--- src/logic/run_ctrl_defs.svh ---
// Purpose: Constants for the counter run-control block
// Assumes: 200 MHz mclk
// Notes: Counts derived from printed times
`ifndef RUN_CTRL_DEFS_SVH
`define RUN_CTRL_DEFS_SVH

// ----------------------------------------
// Timing
// ----------------------------------------
`define CLK_PERIOD_NS 5
`define MIN_PULSE_NS 100
`define MIN_PULSE_CYC ((`MIN_PULSE_NS + `CLK_PERIOD_NS - 1) / `CLK_PERIOD_NS)

// ----------------------------------------
// Acquisition memory
// ----------------------------------------
`define ACQ_DEPTH 10000
`define ACQ_AW 14
`define CNT_W 32
`define TMR_W 40

// ----------------------------------------
// ASCII
// ----------------------------------------
`define CH_CR 8'h0d
`define CH_LF 8'h0a
`define CH_R 8'h52
`define CH_S 8'h53
`define CH_N 8'h4e
`define CH_T 8'h54
`define CH_C 8'h43
`define CH_O 8'h4f
`define CH_F 8'h46
`define CH_K 8'h4b
`define CH_G 8'h47
`define CH_US 8'h5f

// ----------------------------------------
// Reset values
// ----------------------------------------
`define POL_RESET 4'h0
`define REPLY_LEN 4'ha

`endif

--- src/logic/run_ctrl_pkg.sv ---
// Purpose: Types for the counter run-control block
// Assumes: Nothing
// Notes: Commands decoded upstream from ASCII lines
package run_ctrl_pkg;

	typedef enum logic [2:0]
	{
		cmd_none,
		cmd_start,
		cmd_stop,
		cmd_enable_preset_channel_stop,
		cmd_enable_timer_stop,
		cmd_disable_auto_stop,
		cmd_query_run_mode,
		cmd_unknown
	} cmd_e;

	typedef enum logic [1:0]
	{
		stop_none,
		stop_counter,
		stop_timer
	} stop_mode_e;

endpackage

--- src/logic/edge_if.sv ---
// Purpose: Carrier for synchronised start and stop rising edges and the gate level
// Assumes: Single clock mclk
// Notes: Driven by the input conditioner
`timescale 1ns/10ps
interface edge_if;
	logic start_rise;
	logic stop_rise;
	logic gate_level;

	modport src
	(
		output start_rise,
		output stop_rise,
		output gate_level
	);
	modport dst
	(
		input start_rise,
		input stop_rise,
		input gate_level
	);
endinterface

--- src/logic/input_conditioner.sv ---
// Purpose: Synchronise start, stop and gate inputs; edge-detect start and stop
// Assumes: Inputs already polarity-corrected
// Notes: Second stage feeds edge logic
`timescale 1ns/10ps
module input_conditioner
(
	// Clock and reset
	input wire logic mclk,
	input wire logic srst,
	// Raw levels
	input wire logic start_in,
	input wire logic stop_in,
	input wire logic gate_in,
	// Conditioned
	edge_if.src ev
);

	logic [2:0] sync1;
	logic [2:0] sync2;
	logic [2:0] prev;

	// ----------------------------------------
	// Two-stage synchroniser and edge detect
	// ----------------------------------------
	always_ff @(posedge mclk)
	begin
		if (srst)
		begin
			sync1 <= 3'h4;
			sync2 <= 3'h4;
			prev <= 3'h4;
		end
		else
		begin
			sync1 <= {gate_in, stop_in, start_in};
			sync2 <= sync1;
			prev <= sync2;
		end
	end

	assign ev.start_rise = sync2[0] & ~prev[0];
	assign ev.stop_rise = sync2[1] & ~prev[1];
	assign ev.gate_level = sync2[2];

endmodule

--- src/logic/counter_run_control.sv ---
// Purpose: Run control for an eight-channel counter with timer
// Assumes: Host commands decoded to single-cycle strobes upstream
// Notes: Mode reply is streamed out one ASCII byte per accept
//
// Function
// - Active start input begins counting on all channels until stop.
// - Active stop input ends the counting run.
// - Counting spans from start active until stop active.
// - Host start and stop commands also control the run.
// - Gate low suspends counting and keeps accumulated counts.
// - Gate returning high resumes counting without a new start.
// - Unconnected gate reads as high.
// - Gated acquisition stores counts while gate active, at most 10000 entries.
// - Run output high only while started and gate high.
// - Start, stop, gate and run polarity each invertible, default high.
// - Messages are ASCII ended by CR LF.
// - All-reply setting answers OK or NG to every command except the mode query.
// - Latest command from either port is acted on.
// - Counter-stop mode ends run when preset channel reaches preset.
// - Timer-stop mode ends run when timer reaches preset.
// - Timer-stop command ignored during gated acquisition.
// - Auto stop off: only stop command, input or acquisition end stop.
// - Mode query returns R, SN, stop mode T/C/N, state O/F.
// - Stop mode kept in non-volatile store and restored.
// - Power-up leaves counting off.
`timescale 1ns/10ps
`include "run_ctrl_defs.svh"
module counter_run_control
(
	// Clock and reset
	input wire logic mclk,
	input wire logic srst,
	// External pins
	input wire logic start_pin,
	input wire logic stop_pin,
	input wire logic gate_pin,
	output logic run_pin,
	// Configuration
	input wire logic [3:0] invert_pol,
	input wire logic all_reply,
	input wire logic acq_mode,
	// Commands from LAN and USB
	input wire logic lan_cmd_valid,
	input wire run_ctrl_pkg::cmd_e lan_cmd,
	input wire logic usb_cmd_valid,
	input wire run_ctrl_pkg::cmd_e usb_cmd,
	// Reply stream
	output logic reply_valid,
	output logic [7:0] reply_byte,
	output logic reply_last,
	input wire logic reply_ready,
	// Counts and presets
	input wire logic [`CNT_W-1:0] preset_count,
	input wire logic [`CNT_W-1:0] preset_chan_count,
	input wire logic [`TMR_W-1:0] preset_timer,
	input wire logic [`TMR_W-1:0] timer_value,
	// Non-volatile stop mode store
	input wire logic [1:0] nv_mode_in,
	input wire logic nv_mode_valid,
	output logic [1:0] nv_mode_out,
	output logic nv_mode_write,
	// Status
	output logic count_enable,
	output logic running,
	output logic acq_write,
	output logic [`ACQ_AW-1:0] acq_addr,
	output logic acq_full
);

	// ----------------------------------------
	// Declarations
	// ----------------------------------------
	edge_if ev();
	run_ctrl_pkg::stop_mode_e stop_mode;
	run_ctrl_pkg::cmd_e cur_cmd;
	logic run_state;
	logic next_run;
	logic [`CNT_W-1:0] acq_mem [0:`ACQ_DEPTH-1];
	logic [3:0] reply_idx;
	logic [3:0] reply_len;
	logic reply_busy;
	logic reply_ok;
	logic nv_loaded;

	// ----------------------------------------
	// Input polarity and conditioning
	// ----------------------------------------
	wire start_lvl = start_pin ^ invert_pol[0];
	wire stop_lvl = stop_pin ^ invert_pol[1];
	// Open gate pin is pulled high on the board
	wire gate_lvl = gate_pin ^ invert_pol[2];

	input_conditioner u_cond
	(
		.mclk(mclk),
		.srst(srst),
		.start_in(start_lvl),
		.stop_in(stop_lvl),
		.gate_in(gate_lvl),
		.ev(ev.src)
	);

	// ----------------------------------------
	// Command selection
	// ----------------------------------------
	// USB taken when both arrive together as the later one
	wire cmd_valid = lan_cmd_valid | usb_cmd_valid;
	assign cur_cmd = usb_cmd_valid ? usb_cmd : lan_cmd;
	wire accept = cmd_valid & ~reply_busy;
	wire is_start = accept & (cur_cmd == run_ctrl_pkg::cmd_start);
	wire is_stop = accept & (cur_cmd == run_ctrl_pkg::cmd_stop);
	wire is_cstop = accept & (cur_cmd == run_ctrl_pkg::cmd_enable_preset_channel_stop);
	wire is_tstop = accept & (cur_cmd == run_ctrl_pkg::cmd_enable_timer_stop) & ~acq_mode;
	wire is_nstop = accept & (cur_cmd == run_ctrl_pkg::cmd_disable_auto_stop);
	wire is_query = accept & (cur_cmd == run_ctrl_pkg::cmd_query_run_mode);
	wire is_bad = accept & ((cur_cmd == run_ctrl_pkg::cmd_unknown)
		| ((cur_cmd == run_ctrl_pkg::cmd_enable_timer_stop) & acq_mode));

	// ----------------------------------------
	// Stop conditions
	// ----------------------------------------
	wire cnt_hit = (stop_mode == run_ctrl_pkg::stop_counter)
		& (preset_chan_count >= preset_count);
	wire tmr_hit = (stop_mode == run_ctrl_pkg::stop_timer)
		& (timer_value >= preset_timer);
	wire acq_end = acq_mode & acq_full;
	wire any_stop = ev.stop_rise | is_stop | cnt_hit | tmr_hit | acq_end;
	wire any_start = ev.start_rise | is_start;

	// ----------------------------------------
	// Run state
	// ----------------------------------------
	always_comb
	begin
		next_run = run_state;
		if (any_stop)
			next_run = 1'b0;
		else if (any_start)
			next_run = 1'b1;
	end

	// Gate suspends counting only, run stays armed
	wire valid_count = next_run & ev.gate_level;

	always_ff @(posedge mclk)
	begin
		if (srst)
		begin
			run_state <= 1'b0;
			count_enable <= 1'b0;
			running <= 1'b0;
			run_pin <= 1'b0;
		end
		else
		begin
			run_state <= next_run;
			count_enable <= valid_count;
			running <= next_run;
			run_pin <= valid_count ^ invert_pol[3];
		end
	end

	// ----------------------------------------
	// Stop mode with non-volatile restore
	// ----------------------------------------
	always_ff @(posedge mclk)
	begin
		if (srst)
		begin
			stop_mode <= run_ctrl_pkg::stop_none;
			nv_loaded <= 1'b0;
			nv_mode_out <= 2'h0;
			nv_mode_write <= 1'b0;
		end
		else
		begin
			nv_mode_write <= 1'b0;
			if (!nv_loaded && nv_mode_valid)
			begin
				stop_mode <= run_ctrl_pkg::stop_mode_e'(nv_mode_in);
				nv_loaded <= 1'b1;
			end
			else if (is_cstop | is_tstop | is_nstop)
			begin
				stop_mode <= is_cstop ? run_ctrl_pkg::stop_counter
					: (is_tstop ? run_ctrl_pkg::stop_timer : run_ctrl_pkg::stop_none);
				nv_mode_out <= is_cstop ? 2'h1 : (is_tstop ? 2'h2 : 2'h0);
				nv_mode_write <= 1'b1;
			end
		end
	end

	// ----------------------------------------
	// Gated acquisition memory
	// ----------------------------------------
	wire acq_store = acq_mode & run_state & ev.gate_level & ~acq_full;

	always_ff @(posedge mclk)
	begin
		if (acq_store)
			acq_mem[acq_addr] <= preset_chan_count;
	end

	always_ff @(posedge mclk)
	begin
		if (srst || any_start)
		begin
			acq_addr <= '0;
			acq_full <= 1'b0;
			acq_write <= 1'b0;
		end
		else
		begin
			acq_write <= acq_store;
			if (acq_store)
			begin
				if (acq_addr == `ACQ_AW'(`ACQ_DEPTH - 1))
					acq_full <= 1'b1;
				else
					acq_addr <= acq_addr + 1'b1;
			end
		end
	end

	// ----------------------------------------
	// Reply stream
	// ----------------------------------------
	wire [7:0] mode_chr = (stop_mode == run_ctrl_pkg::stop_timer) ? `CH_T
		: ((stop_mode == run_ctrl_pkg::stop_counter) ? `CH_C : `CH_N);
	wire [7:0] state_chr = run_state ? `CH_O : `CH_F;
	wire need_reply = is_query | is_bad | (all_reply & accept);

	logic [7:0] sel_chr;
	always_comb
	begin
		sel_chr = `CH_LF;
		if (reply_len == `REPLY_LEN)
		begin
			case (reply_idx)
				4'h0: sel_chr = `CH_R;
				4'h1: sel_chr = `CH_US;
				4'h2: sel_chr = `CH_S;
				4'h3: sel_chr = `CH_N;
				4'h4: sel_chr = `CH_US;
				4'h5: sel_chr = mode_chr;
				4'h6: sel_chr = `CH_US;
				4'h7: sel_chr = state_chr;
				4'h8: sel_chr = `CH_CR;
				default: sel_chr = `CH_LF;
			endcase
		end
		else
		begin
			case (reply_idx)
				4'h0: sel_chr = reply_ok ? `CH_O : `CH_N;
				4'h1: sel_chr = reply_ok ? `CH_K : `CH_G;
				4'h2: sel_chr = `CH_CR;
				default: sel_chr = `CH_LF;
			endcase
		end
	end

	wire reply_step = reply_busy & (~reply_valid | reply_ready);

	always_ff @(posedge mclk)
	begin
		if (srst)
		begin
			reply_busy <= 1'b0;
			reply_idx <= 4'h0;
			reply_len <= 4'h0;
			reply_ok <= 1'b0;
			reply_valid <= 1'b0;
			reply_byte <= 8'h00;
			reply_last <= 1'b0;
		end
		else if (need_reply)
		begin
			reply_busy <= 1'b1;
			reply_idx <= 4'h0;
			reply_len <= is_query ? `REPLY_LEN : 4'h4;
			reply_ok <= ~is_bad;
			reply_valid <= 1'b0;
		end
		else if (reply_step)
		begin
			reply_valid <= 1'b1;
			reply_byte <= sel_chr;
			reply_last <= (reply_idx == reply_len - 4'h1);
			reply_idx <= reply_idx + 4'h1;
			if (reply_idx == reply_len - 4'h1)
				reply_busy <= 1'b0;
		end
		else if (reply_valid && reply_ready)
		begin
			reply_valid <= 1'b0;
			reply_last <= 1'b0;
		end
	end

endmodule

--- config.mk ---
export PLATFORM = sky130hd
export DESIGN_NAME = counter_run_control
export DESIGN_NICKNAME = d
export VERILOG_FILES = /design/src/logic/run_ctrl_pkg.sv /design/src/logic/edge_if.sv /design/src/logic/input_conditioner.sv /design/src/logic/counter_run_control.sv
export VERILOG_INCLUDE_DIRS = /design/src /design/src/logic
export SDC_FILE = /design/constraint.sdc
export NUM_CORES = 1
export LEC_CHECK = 0
export BUFFER_PORTS_ARGS = -buffer_cell sky130_fd_sc_hd__buf_2
export CAP_MARGIN = 0
export CORE_ASPECT_RATIO = 1.2
export CORE_MARGIN = 3
export CORE_UTILIZATION = 48
export DETAILED_ROUTE_END_ITERATION = 7
export PLACE_DENSITY_LB_ADDON = 0.05
export REMOVE_ABC_BUFFERS = 1
export SLEW_MARGIN = 20
export SYNTH_ARGS = -nofsm -noshare
export SYNTH_HDL_FRONTEND = slang
export SYNTH_SLANG_ARGS = --single-unit
--- constraint.sdc ---
create_clock -name mclk -period 3 [get_ports mclk]
set_input_delay 0.45 -clock mclk [delete_from_list [all_inputs] [get_ports mclk]]
set_output_delay 0.45 -clock mclk [all_outputs]
set_load 0.03 [all_outputs]
==> results of run 1 <==
## through the flow
stage / utilization, % / cells / total power, mW
after global placement: 63.2 / 836 / 1.23
after floorplan: - / 525 / 1.04
after detailed placement: 63.2 / 836 / 1.25
after CTS: 64.4 / 844 / 1.68
after global routing: 64.5 / 845 / 1.78
final: 64.5 / 845 / 1.65
## cells in the mapped netlist (all sizes together) (6+ instances only)
| cell type | number |
|---|---|
| dfxtp | 49 |
| nand3 | 19 |
| o21ai | 21 |
| nor2b | 7 |
| nor3 | 11 |
| xor2 | 9 |
| nor2 | 46 |
| or3 | 8 |
| xnor2 | 9 |
| inv | 84 |
| a21oi | 40 |
| and3 | 6 |
| nand2 | 30 |
| clkbuf | 10 |
| a21o | 14 |
| a211oi | 12 |
| nand2b | 9 |
| ha | 82 |
| nand4 | 14 |
## power groups by stage
stage               clock [mW]  combinational, mW  sequential [mW]
global placement             0              0.512            0.717
global route             0.460              0.608            0.709
floorplan                    0              0.293            0.743
detailed placement           0              0.529            0.719
finish                   0.421              0.527            0.704
CTS                      0.440              0.532            0.704
## path summary, 6_finish.rpt
check | startpoint | endpoint | slack (ps) | cells after the start
hold reg to reg | u_cond.sync1[2] | u_cond.sync2[2] | 430 | 1
setup / recovery | preset_count[0] | run_pin | 440 | 9
setup reg to reg | stop_mode[1] | run_pin | 770 | 9
hold / removal | nv_mode_valid | nv_loaded | 380 | 3
## cells by family (layout without fill, tap and decap cells)
family / count (synthesis) / after routing
XOR/XNOR: 18 / 18
multiplexers: 4 / 4
flip-flops: 49 / 49
buffers and inverters: 98 / 289
AO/OA/AOI/OAI: 117 / 117
adder cells (fa/ha/maj): 82 / 82
AND/OR/NAND/NOR: 169 / 169
other: 1 / 3
## layout make-up
cell class	instances	share of cell area, %
inverter	84	5.87
clock buffer	6	1.54
tap	114	2.66
clock inverter	2	0.326
multi-input combinational	392	52.9
timing repair buffer	197	18.4
antenna	1	0.0466
sequential	49	18.3
## registers in the layout (all words and copies together), names as in the netlist, 2 cells and up
register,flops
acq_addr,14
u_cond.sync2,3
u_cond.prev,2
reply_idx,4
reply_byte,6
reply_len,2
stop_mode,2
nv_mode_out,2
u_cond.sync1,3
## routing by layer
metal	share of wire, %	routed length (um)
met1	42	4760
met4	2.1	242
met5	0.20	23
met2	50	5670
met3	6.0	680
## tightest hold or removal path, cell delays in order
cell	delay, ps
buf_2	90
nor2_1	40
nor2_1	70
==> metrics.md, run 1 <==
| Metric | Value |
|---|---|
| Outcome | `finished clean` |
| DRC viols | `0` |
| First-pass GRT wire length | `19,300 um` |
| Buf/Inv on CP | `1` |
| Pwr/cell area | `approximately 310 nW/um2` |
| Via density | `5.17` |
| I/O Pins | `199` |
| P_sw | `533 uW` |
| Area after DPL | `5270 um2` |
| Syn-to-layout area delta | `27.8%` |
| Vias in the first global route | `4,290` |
| Synth Area in Compound Gates | `18.0%` |
| TritonCTS clock tree | `yes` |
| CP Capture Type | `flop` |
| Pre-CTS setup slack | `113 ps` |
| CTS Buf Count | `5` |
| Design Area, Final | `5370 um2` |
| Maximum VDD drop | `0.278 mV` |
| Yosys top cell area share | `24.4%` |
| Most area-hungry cell type in the Yosys netlist | `ha_1` |
| Nets | `978` |
| Final min period | `2560 ps` |
| Slew @ Worst Pin | `667 ps` |
| CTS Sinks | `49` |
| Combinational Power Share | `31.9%` |
| Setup Viol. Count Final | `0` |
| GR Layer Usage met3 | `3.55%` |
| Commonest non-fill, non-tap cell in the layout | `buf_2` |
| Worst setup margin | `435 ps` |
| Final Routed Wirelength | `roughly 11,000 um` |
| FILL cells | `770` |
| Port bufs | `196` |
| Vias post-DR | `4,372` |
| Initial antenna violation count | `3` |
| Post-Synth Simple-Gate Area | `roughly a fifth` |
| CP startpoint kind | `primary input` |
| Core region area | `8330 um2` |
| Setup TNS | `0 ps` |
| Die Y | `108 um` |
| Rows | `36` |
| Min Hold Slack | `379 ps` |
| RSZ-0062 raised after global routing | `false` |
| H-tree depth | `2` |
| Share of cells above drive strength 1 | `between 20% and 30%` |
| Register area share after synthesis | `23.3%` |
| FF/Latch Area | `981 um2` |
| Largest net degree at the start of global routing | `31` |
| Combinational family with the most area after synthesis | `adder cells` |
| Final Hold Viols | `0` |
| Die X | `~91 um` |
| Antenna viol nets, final | `0` |
| Initial drt markers | `78` |
| Sequential Power Share | `between 40% and 50%` |
| Tcrit/Tclk final | `85.5%` |
| Power share of the clock group | `25.5%` |
| Crit path cell chain | `buf_2 -> ha_1 -> nand2b_1 -> a2111oi_0 -> o311ai_0 -> o311a_1 -> a2111o_1 -> or3_1 -> a21oi_1` |
| Layer with the highest usage | `met2` |
| Critical Path RT | `3230 ps` |
| # hold bufs at CTS | `0` |
| Slew headroom | `approximately 56%` |
| Adder-cell share of the synthesized area | `24.4%` |
| Yosys reg bits | `a little under 50` |
| Crit-path slowest cell | `a2111o_1` |
| Multi-input gate area | `2840 um2` |
| Synth top area cells | `ha_1 (24%), dfxtp_1 (23%), inv_1 (7.5%)` |
| Peak fanout along the critical path | `3` |
| CTS max path bufs | `2` |
| GRT met2 Usage | `43.2%` |
| Crit path DAT | `approximately 2800 ps` |
| Final clock skew | `roughly 6.3 ps` |
| Reg clk slew, reported paths | `~100 ps` |
| Switching part of the total | `32.2%` |
| Dpl hpwl | `just under 10,000 um` |
| Root Buffer | `clkbuf_8` |
| Synth unique cells | `51` |
| Count of final max-slew check failures | `0` |
| Hold Crit Class | `primary input to flop` |
| Tot GR Track Use | `between 20% and 30%` |
| Mux share of post-synthesis cell area | `less than 1%` |
| CP top delay family | `compound AO/OA/AOI/OAI gates` |
| Number of synthesized flops with an enable pin | `0` |
| Full die area | `9920 um2` |
| Clock latency at the later pin of the worst-skew pair | `300 ps` |
| Commonest register cell after synthesis | `dfxtp_1` |
| Fmax | `~400 MHz` |
| Met1 Use GR | `26.9%` |
| P_leak | `slightly below 3 nW` |
| Async S/R FF share, synth | `0%` |
| Slowest stage delay, CP | `420 ps` |
| Synthesized instance count | `538` |
| Worst setup path category | `primary input to flop` |
| YS warnings | `0` |
| Max-cap violations | `0` |
| Internal | `1.12 mW` |
| Post-CTS Setup Inserts | `0` |
| Wire per inst | `13.5 um` |
| Most frequent cells in the layout | `buf_2 (196), inv_1 (84), ha_1 (82)` |
| Syn Std Cell Area | `between 4000 and 5000 um2` |
| Post-Synth XOR/XNOR Area | `3.75%` |
| Placer Congestion | `0.883` |
| Resized Gates After CTS | `0` |
| First-pass DRT Iterations | `4` |
| Synth Area per Inst | `7.81 um2` |
| Starting density of the core | `50.4%` |
| Total grt overflow | `0` |
Power figures use the tool's default switching activity.
==> run 2, diff against run 1 <==
PLACE_DENSITY = 0.82   (was unset)
PLACE_DENSITY_LB_ADDON = unset   (was 0.05)
==> metrics.md, run 2 (synthesized netlist as in run 1, its figures left out) <==
| Metric | Value |
|---|---|
| Outcome | `finished clean (unchanged)` |
| CTS max path bufs | `2 (unchanged)` |
| I/O Pins | `199 (unchanged)` |
| Count of final max-slew check failures | `0 (unchanged)` |
| Initial antenna violation count | `5 (was 3)` |
| Tot GR Track Use | `23.9% (was 23.0%)` |
| Hold Startpoint | `gate_pin (was nv_mode_valid)` |
| Max-cap violations | `0 (unchanged)` |
| R2r endpoint | `run_pin (unchanged)` |
| Final Routed Wirelength | `12,100 um (was 11,400 um)` |
| Resized Gates After CTS | `0 (unchanged)` |
| Crit path cell chain | `buf_2 -> ha_1 -> nand2b_1 -> a2111oi_0 -> o311ai_0 -> o311a_1 -> a2111o_1 -> or3_1 -> a21oi_1 (unchanged)` |
| Largest net degree at the start of global routing | `31 (unchanged)` |
| CTS Buf Count | `5 (unchanged)` |
| Full die area | `9920 um2 (unchanged)` |
| # hold bufs at CTS | `0 (unchanged)` |
| Setup TNS | `0 ps (unchanged)` |
| H-tree depth | `2 (unchanged)` |
| Tcrit/Tclk final | `87.5% (was 85.5%)` |
| Most frequent cells in the layout | `buf_2 (196), inv_1 (84), ha_1 (82) (unchanged)` |
| Total grt overflow | `0 (unchanged)` |
| CP Capture Type | `flop (unchanged)` |
| DRC viols | `0 (unchanged)` |
| Port bufs | `196 (unchanged)` |
| CTS Sinks | `49 (unchanged)` |
| Final clock skew | `5.60 ps (was 6.30 ps)` |
| Post-CTS Setup Inserts | `0 (unchanged)` |
| Slew headroom | `58.6% (was 55.6%)` |
| Crit-path slowest cell | `a2111o_1 (unchanged)` |
| Commonest non-fill, non-tap cell in the layout | `buf_2 (unchanged)` |
| Worst setup path category | `primary input to flop (unchanged)` |
| Area after DPL | `5280 um2 (was 5270 um2)` |
| Minimum setup slack among reg-to-reg paths | `680 ps (was 770 ps)` |
| Vias post-DR | `4,473 (was 4,372)` |
| Placer Congestion | `0.883 (about the same)` |
| Nets | `979 (was 978)` |
| Worst r2r src | `stop_mode[1] (unchanged)` |
| FF-to-FF path depth | `9 (unchanged)` |
| Slowest stage delay, CP | `430 ps (was 420 ps)` |
| CP top delay family | `compound AO/OA/AOI/OAI gates (unchanged)` |
| First-pass GRT wire length | `19,400 um (was 19,300 um)` |
| Clock latency at the later pin of the worst-skew pair | `300 ps (about the same)` |
| Dpl hpwl | `10,400 um (was 9770 um)` |
| CP startpoint kind | `primary input (unchanged)` |
| Die Y | `108 um (unchanged)` |
| Buf/Inv on CP | `1 (unchanged)` |
| Pwr/cell area | `321 nW/um2 (was 308 nW/um2)` |
| Reg clk slew, reported paths | `90 ps (was 100 ps)` |
| P_leak | `2.91 nW (was 2.90 nW)` |
| Slew @ Worst Pin | `620 ps (was 667 ps)` |
| FILL cells | `712 (was 770)` |
| Wire per inst | `14.2 um (was 13.5 um)` |
| Via density | `5.27 (was 5.17)` |
| Rows | `36 (unchanged)` |
| Die X | `91.4 um (unchanged)` |
| TritonCTS clock tree | `yes (unchanged)` |
| Critical Path RT | `3230 ps (about the same)` |
| Syn-to-layout area delta | `28.6% (was 27.8%)` |
| Fmax | `381 MHz (was 390 MHz)` |
| Final min period | `2630 ps (was 2560 ps)` |
| Largest registers | `acq_addr (14), reply_byte (6), reply_idx (4) (unchanged)` |
| Antenna viol nets, final | `0 (unchanged)` |
| Stages on the worst setup path | `9 (unchanged)` |
| Register with the most flip-flops | `acq_addr (unchanged)` |
| Core region area | `8330 um2 (unchanged)` |
| Worst setup path endpoint | `run_pin (unchanged)` |
| First-pass DRT Iterations | `4 (unchanged)` |
| Initial drt markers | `268 (was 78)` |
| Setup Viol. Count Final | `0 (unchanged)` |
| Max FFs per register | `14 (unchanged)` |
| Hold Crit Class | `primary input to flop (unchanged)` |
| Maximum VDD drop | `0.268 mV (was 0.278 mV)` |
| Crit path DAT | `2860 ps (was 2800 ps)` |
| Worst Setup SP | `preset_count[0] (unchanged)` |
| Share of cells above drive strength 1 | `28.7% (was 28.8%)` |
| Root Buffer | `clkbuf_8 (unchanged)` |
| Vias in the first global route | `4,444 (was 4,290)` |
| Design Area, Final | `5400 um2 (was 5370 um2)` |
| Starting density of the core | `50.4% (unchanged)` |
| RSZ-0062 raised after global routing | `false (unchanged)` |
| Final Hold Viols | `0 (unchanged)` |
| Peak fanout along the critical path | `3 (unchanged)` |
==> run 2: cell types whose count changed in the layout (fill, tap and decap cells not counted), sizes merged <==
cell,delta
buf,+1
bufinv,+1
clkbuf,+1
clkinv,-1
diode,+3
inv,-1
==> run 2: report_power, final <==
| group | leakage (nW) | internal (mW) | switching, mW |
|---|---|---|---|
| logic | 2.46 | 0.251 | 0.290 |
| clock network | 0.0585 | 0.272 | 0.215 |
| registers | 0.400 | 0.681 | 0.0230 |
| total | 2.91 | 1.20 | 0.528 |
==> run 2: worst min path at each step <==
stage / slack (ps) / cells after the start / to
floorplan: 390 / 1 / u_cond.sync2[2]
global route: 400 / 3 / u_cond.sync1[2]
global placement: 390 / 1 / u_cond.sync2[2]
detailed placement: 400 / 1 / u_cond.sync2[2]
finish: 380 / 3 / u_cond.sync1[2]
CTS: 360 / 3 / u_cond.sync1[2]
==> run 2: layout make-up <==
cell class / count / area (um2) / share of cell area, %
well taps: 114 / 143 / 2.64
repair buffers: 198 / 996 / 18.4
multi-input cells: 392 / 2840 / 52.6
inverters: 84 / 315 / 5.84
diodes: 4 / 10.0 / 0.185
clock inverters: 1 / 30.0 / 0.556
clock buffers: 7 / 86.3 / 1.60
flip-flops and latches: 49 / 981 / 18.2
==> run 2: metrics by stage <==
stage	power [mW]	hold slack (ps)	std cells	util (%)	setup WS (ps)
after floorplan	1.04	389	525	-	430
after global placement	1.23	395	837	63.3	133
after detailed placement	1.26	401	837	63.3	53.3
after CTS	1.75	363	845	64.7	365
after global routing	1.84	396	849	64.8	214
final	1.73	378	849	64.8	375
==> run 2: layer usage <==
metal	vias to the layer above	track usage (%)	wire [um]	part of all wire, %
met1	2000	25.9	4620	38
met3	30	4.66	855	7.1
met4	2	11.0	397	3.3
met2	178	44.7	6210	51
li1	2263	-	-	-
met5	-	0	7	0.058
==> run 2: worst min-delay path, cell delays in order <==
cell and delay [ps]:
buf_2 80, xnor2_1 60, nand2b_1 60
==> run 3, diff against run 2 <==
CORE_ASPECT_RATIO = unset   (was 1.2)
==> metrics.md, run 3 (synthesized netlist as in run 1, its figures left out) <==
| Metric | Value |
|---|---|
| FILL cells | `751 (was 712)` |
| Sequential Power Share | `41.4% (was 40.6%)` |
| Hold Path Depth | `3 (unchanged)` |
| Nets | `980 (was 979)` |
| Vias in the first global route | `4,310 (was 4,444)` |
| Register with the most flip-flops | `acq_addr (unchanged)` |
| Design Area, Final | `5380 um2 (was 5400 um2)` |
| Peak fanout along the critical path | `3 (unchanged)` |
| Clock latency at the later pin of the worst-skew pair | `300 ps (about the same)` |
| P_sw | `525 uW (was 528 uW)` |
| R2r endpoint | `run_pin (unchanged)` |
| FF-to-FF path depth | `9 (unchanged)` |
| Most frequent cells in the layout | `buf_2 (196), inv_1 (84), ha_1 (82) (unchanged)` |
| Tcrit/Tclk final | `86.7% (was 87.5%)` |
| Switching part of the total | `30.9% (was 30.5%)` |
| CP startpoint kind | `primary input (unchanged)` |
| First-pass DRT Iterations | `5 (was 4)` |
| RSZ-0062 raised after global routing | `false (unchanged)` |
| P_leak | `2.91 nW (about the same)` |
| Count of final max-slew check failures | `0 (unchanged)` |
| TritonCTS clock tree | `yes (unchanged)` |
| Tot GR Track Use | `23.5% (was 23.9%)` |
| Reg clk slew, reported paths | `90 ps (about the same)` |
| Post-route non-filler standard cell count | `836 (was 849)` |
| Power share of the clock group | `26.8% (was 28.1%)` |
| CP Capture Type | `flop (unchanged)` |
| Combinational Power Share | `31.8% (was 31.2%)` |
| CP top delay family | `compound AO/OA/AOI/OAI gates (unchanged)` |
| Crit path DAT | `2830 ps (was 2860 ps)` |
| Worst r2r src | `stop_mode[1] (unchanged)` |
| Final Hold Viols | `0 (unchanged)` |
| Post-CTS Setup Inserts | `0 (unchanged)` |
| I/O Pins | `199 (unchanged)` |
| Final Routed Wirelength | `11,800 um (was 12,100 um)` |
| Internal | `1.18 mW (was 1.20 mW)` |
| Die Y | `99.6 um (was 108 um)` |
| Die X | `99.6 um (was 91.4 um)` |
| Via density | `5.31 (was 5.27)` |
| Hold Startpoint | `gate_pin (unchanged)` |
| Initial antenna violation count | `0 (was 5)` |
| Maximum VDD drop | `0.261 mV (was 0.268 mV)` |
| Crit-path slowest cell | `a2111o_1 (unchanged)` |
| CTS Sinks | `49 (unchanged)` |
| Tot Pwr | `1.70 mW (was 1.73 mW)` |
| Placer Congestion | `0.943 (was 0.883)` |
| Crit path cell chain | `buf_2 -> inv_1 -> ha_1 -> and3_1 -> o21ai_0 -> o311ai_0 -> o311a_1 -> a2111o_1 -> or3_1 -> a21oi_1 (was buf_2 -> ha_1 -> nand2b_1 -> a2111oi_0 -> o311ai_0 -> o311a_1 -> a2111o_1 -> or3_1 -> a21oi_1)` |
| Resized Gates After CTS | `0 (unchanged)` |
| Full die area | `9910 um2 (was 9920 um2)` |
| Vias post-DR | `4,437 (was 4,473)` |
| Commonest non-fill, non-tap cell in the layout | `buf_2 (unchanged)` |
| Min Hold Slack | `373 ps (was 378 ps)` |
| Hold EP | `u_cond.sync1[2] (unchanged)` |
| Buf/Inv on CP | `2 (was 1)` |
| Placed cells | `829 (was 837)` |
| Initial drt markers | `119 (was 268)` |
| Wire per inst | `14.1 um (was 14.2 um)` |
| Slowest stage delay, CP | `430 ps (about the same)` |
| Worst setup margin | `399 ps (was 375 ps)` |
| Fmax | `384 MHz (was 381 MHz)` |
| Setup Viol. Count Final | `0 (unchanged)` |
| Minimum setup slack among reg-to-reg paths | `680 ps (about the same)` |
| Outcome | `finished clean (unchanged)` |
| Slew headroom | `56.6% (was 58.6%)` |
| Max FFs per register | `14 (unchanged)` |
| Syn-to-layout area delta | `28.0% (was 28.6%)` |
| Rows | `33 (was 36)` |
| Area after DPL | `5270 um2 (was 5280 um2)` |
| Setup TNS | `0 ps (unchanged)` |
| DRC viols | `0 (unchanged)` |
| CTS Buf Count | `5 (unchanged)` |
| Largest net degree at the start of global routing | `31 (unchanged)` |
| N_diodes | `0 (was 4)` |
| Root Buffer | `clkbuf_8 (unchanged)` |
| Final clock skew | `4.60 ps (was 5.60 ps)` |
| H-tree depth | `2 (unchanged)` |
| First-pass GRT wire length | `19,300 um (was 19,400 um)` |
| Pre-CTS setup slack | `122 ps (was 53.3 ps)` |
| Share of cells above drive strength 1 | `28.9% (was 28.7%)` |
| Pwr/cell area | `316 nW/um2 (was 321 nW/um2)` |
| Worst setup path category | `primary input to flop (unchanged)` |
| Final Core Density | `64.5% (was 64.8%)` |
| Largest registers | `acq_addr (14), reply_byte (6), reply_idx (4) (unchanged)` |
| # hold bufs at CTS | `0 (unchanged)` |
| Critical Path RT | `3230 ps (about the same)` |
| CTS max path bufs | `2 (unchanged)` |
| Port bufs | `196 (unchanged)` |
| Core region area | `8340 um2 (was 8330 um2)` |
| Total grt overflow | `0 (unchanged)` |
| Antenna viol nets, final | `0 (unchanged)` |
| Final min period | `2600 ps (was 2630 ps)` |
| Slew @ Worst Pin | `651 ps (was 620 ps)` |
| Hold Crit Class | `primary input to flop (unchanged)` |
| Starting density of the core | `50.4% (about the same)` |
| Max-cap violations | `0 (unchanged)` |
| Dpl hpwl | `10,100 um (was 10,400 um)` |
==> run 3: cell types whose count changed in the layout (fill, tap and decap cells not counted), sizes merged <==
| cell | delta |
|---|---|
| clkbuf | -2 |
| buf | +1 |
| clkinv | +1 |
| diode | -4 |
==> run 3: per-layer routing <==
metal	track usage [%]	part of all wire [%]
met5	0	0
met4	6.93	2.1
met3	5.19	7.0
met2	42.8	49
met1	27.4	42
==> run 3: how the worst max path moves through the flow <==
stage,from,end,slack [ps],cells after the start
global route,preset_chan_count[0],run_pin,250,10
global placement,preset_count[0],run_pin,160,9
finish,preset_count[14],run_pin,400,10
CTS,preset_count[0],run_pin,420,9
detailed placement,preset_count[0],run_pin,120,9
floorplan,preset_chan_count[0],run_pin,430,9
==> run 3: cell type report <==
class	count	area, um2	share of cell area, %
well taps	105	131	2.44
clock inverters	2	35.0	0.652
multi-input cells	392	2840	52.9
repair buffers	199	1000	18.7
flip-flops and latches	49	981	18.2
inverters	84	315	5.86
clock buffers	5	68.8	1.28
==> run 3: tightest hold or removal path: stages <==
cell	delay (ps)
buf_2	80
xnor2_1	60
nand2b_1	60
==> run 3: power groups by stage <==
stage	logic (mW)	clock network (mW)	registers [mW]
CTS	0.542	0.465	0.704
floorplan	0.293	0	0.743
detailed placement	0.538	0	0.719
global route	0.617	0.489	0.709
finish	0.541	0.455	0.704
global placement	0.515	0	0.717
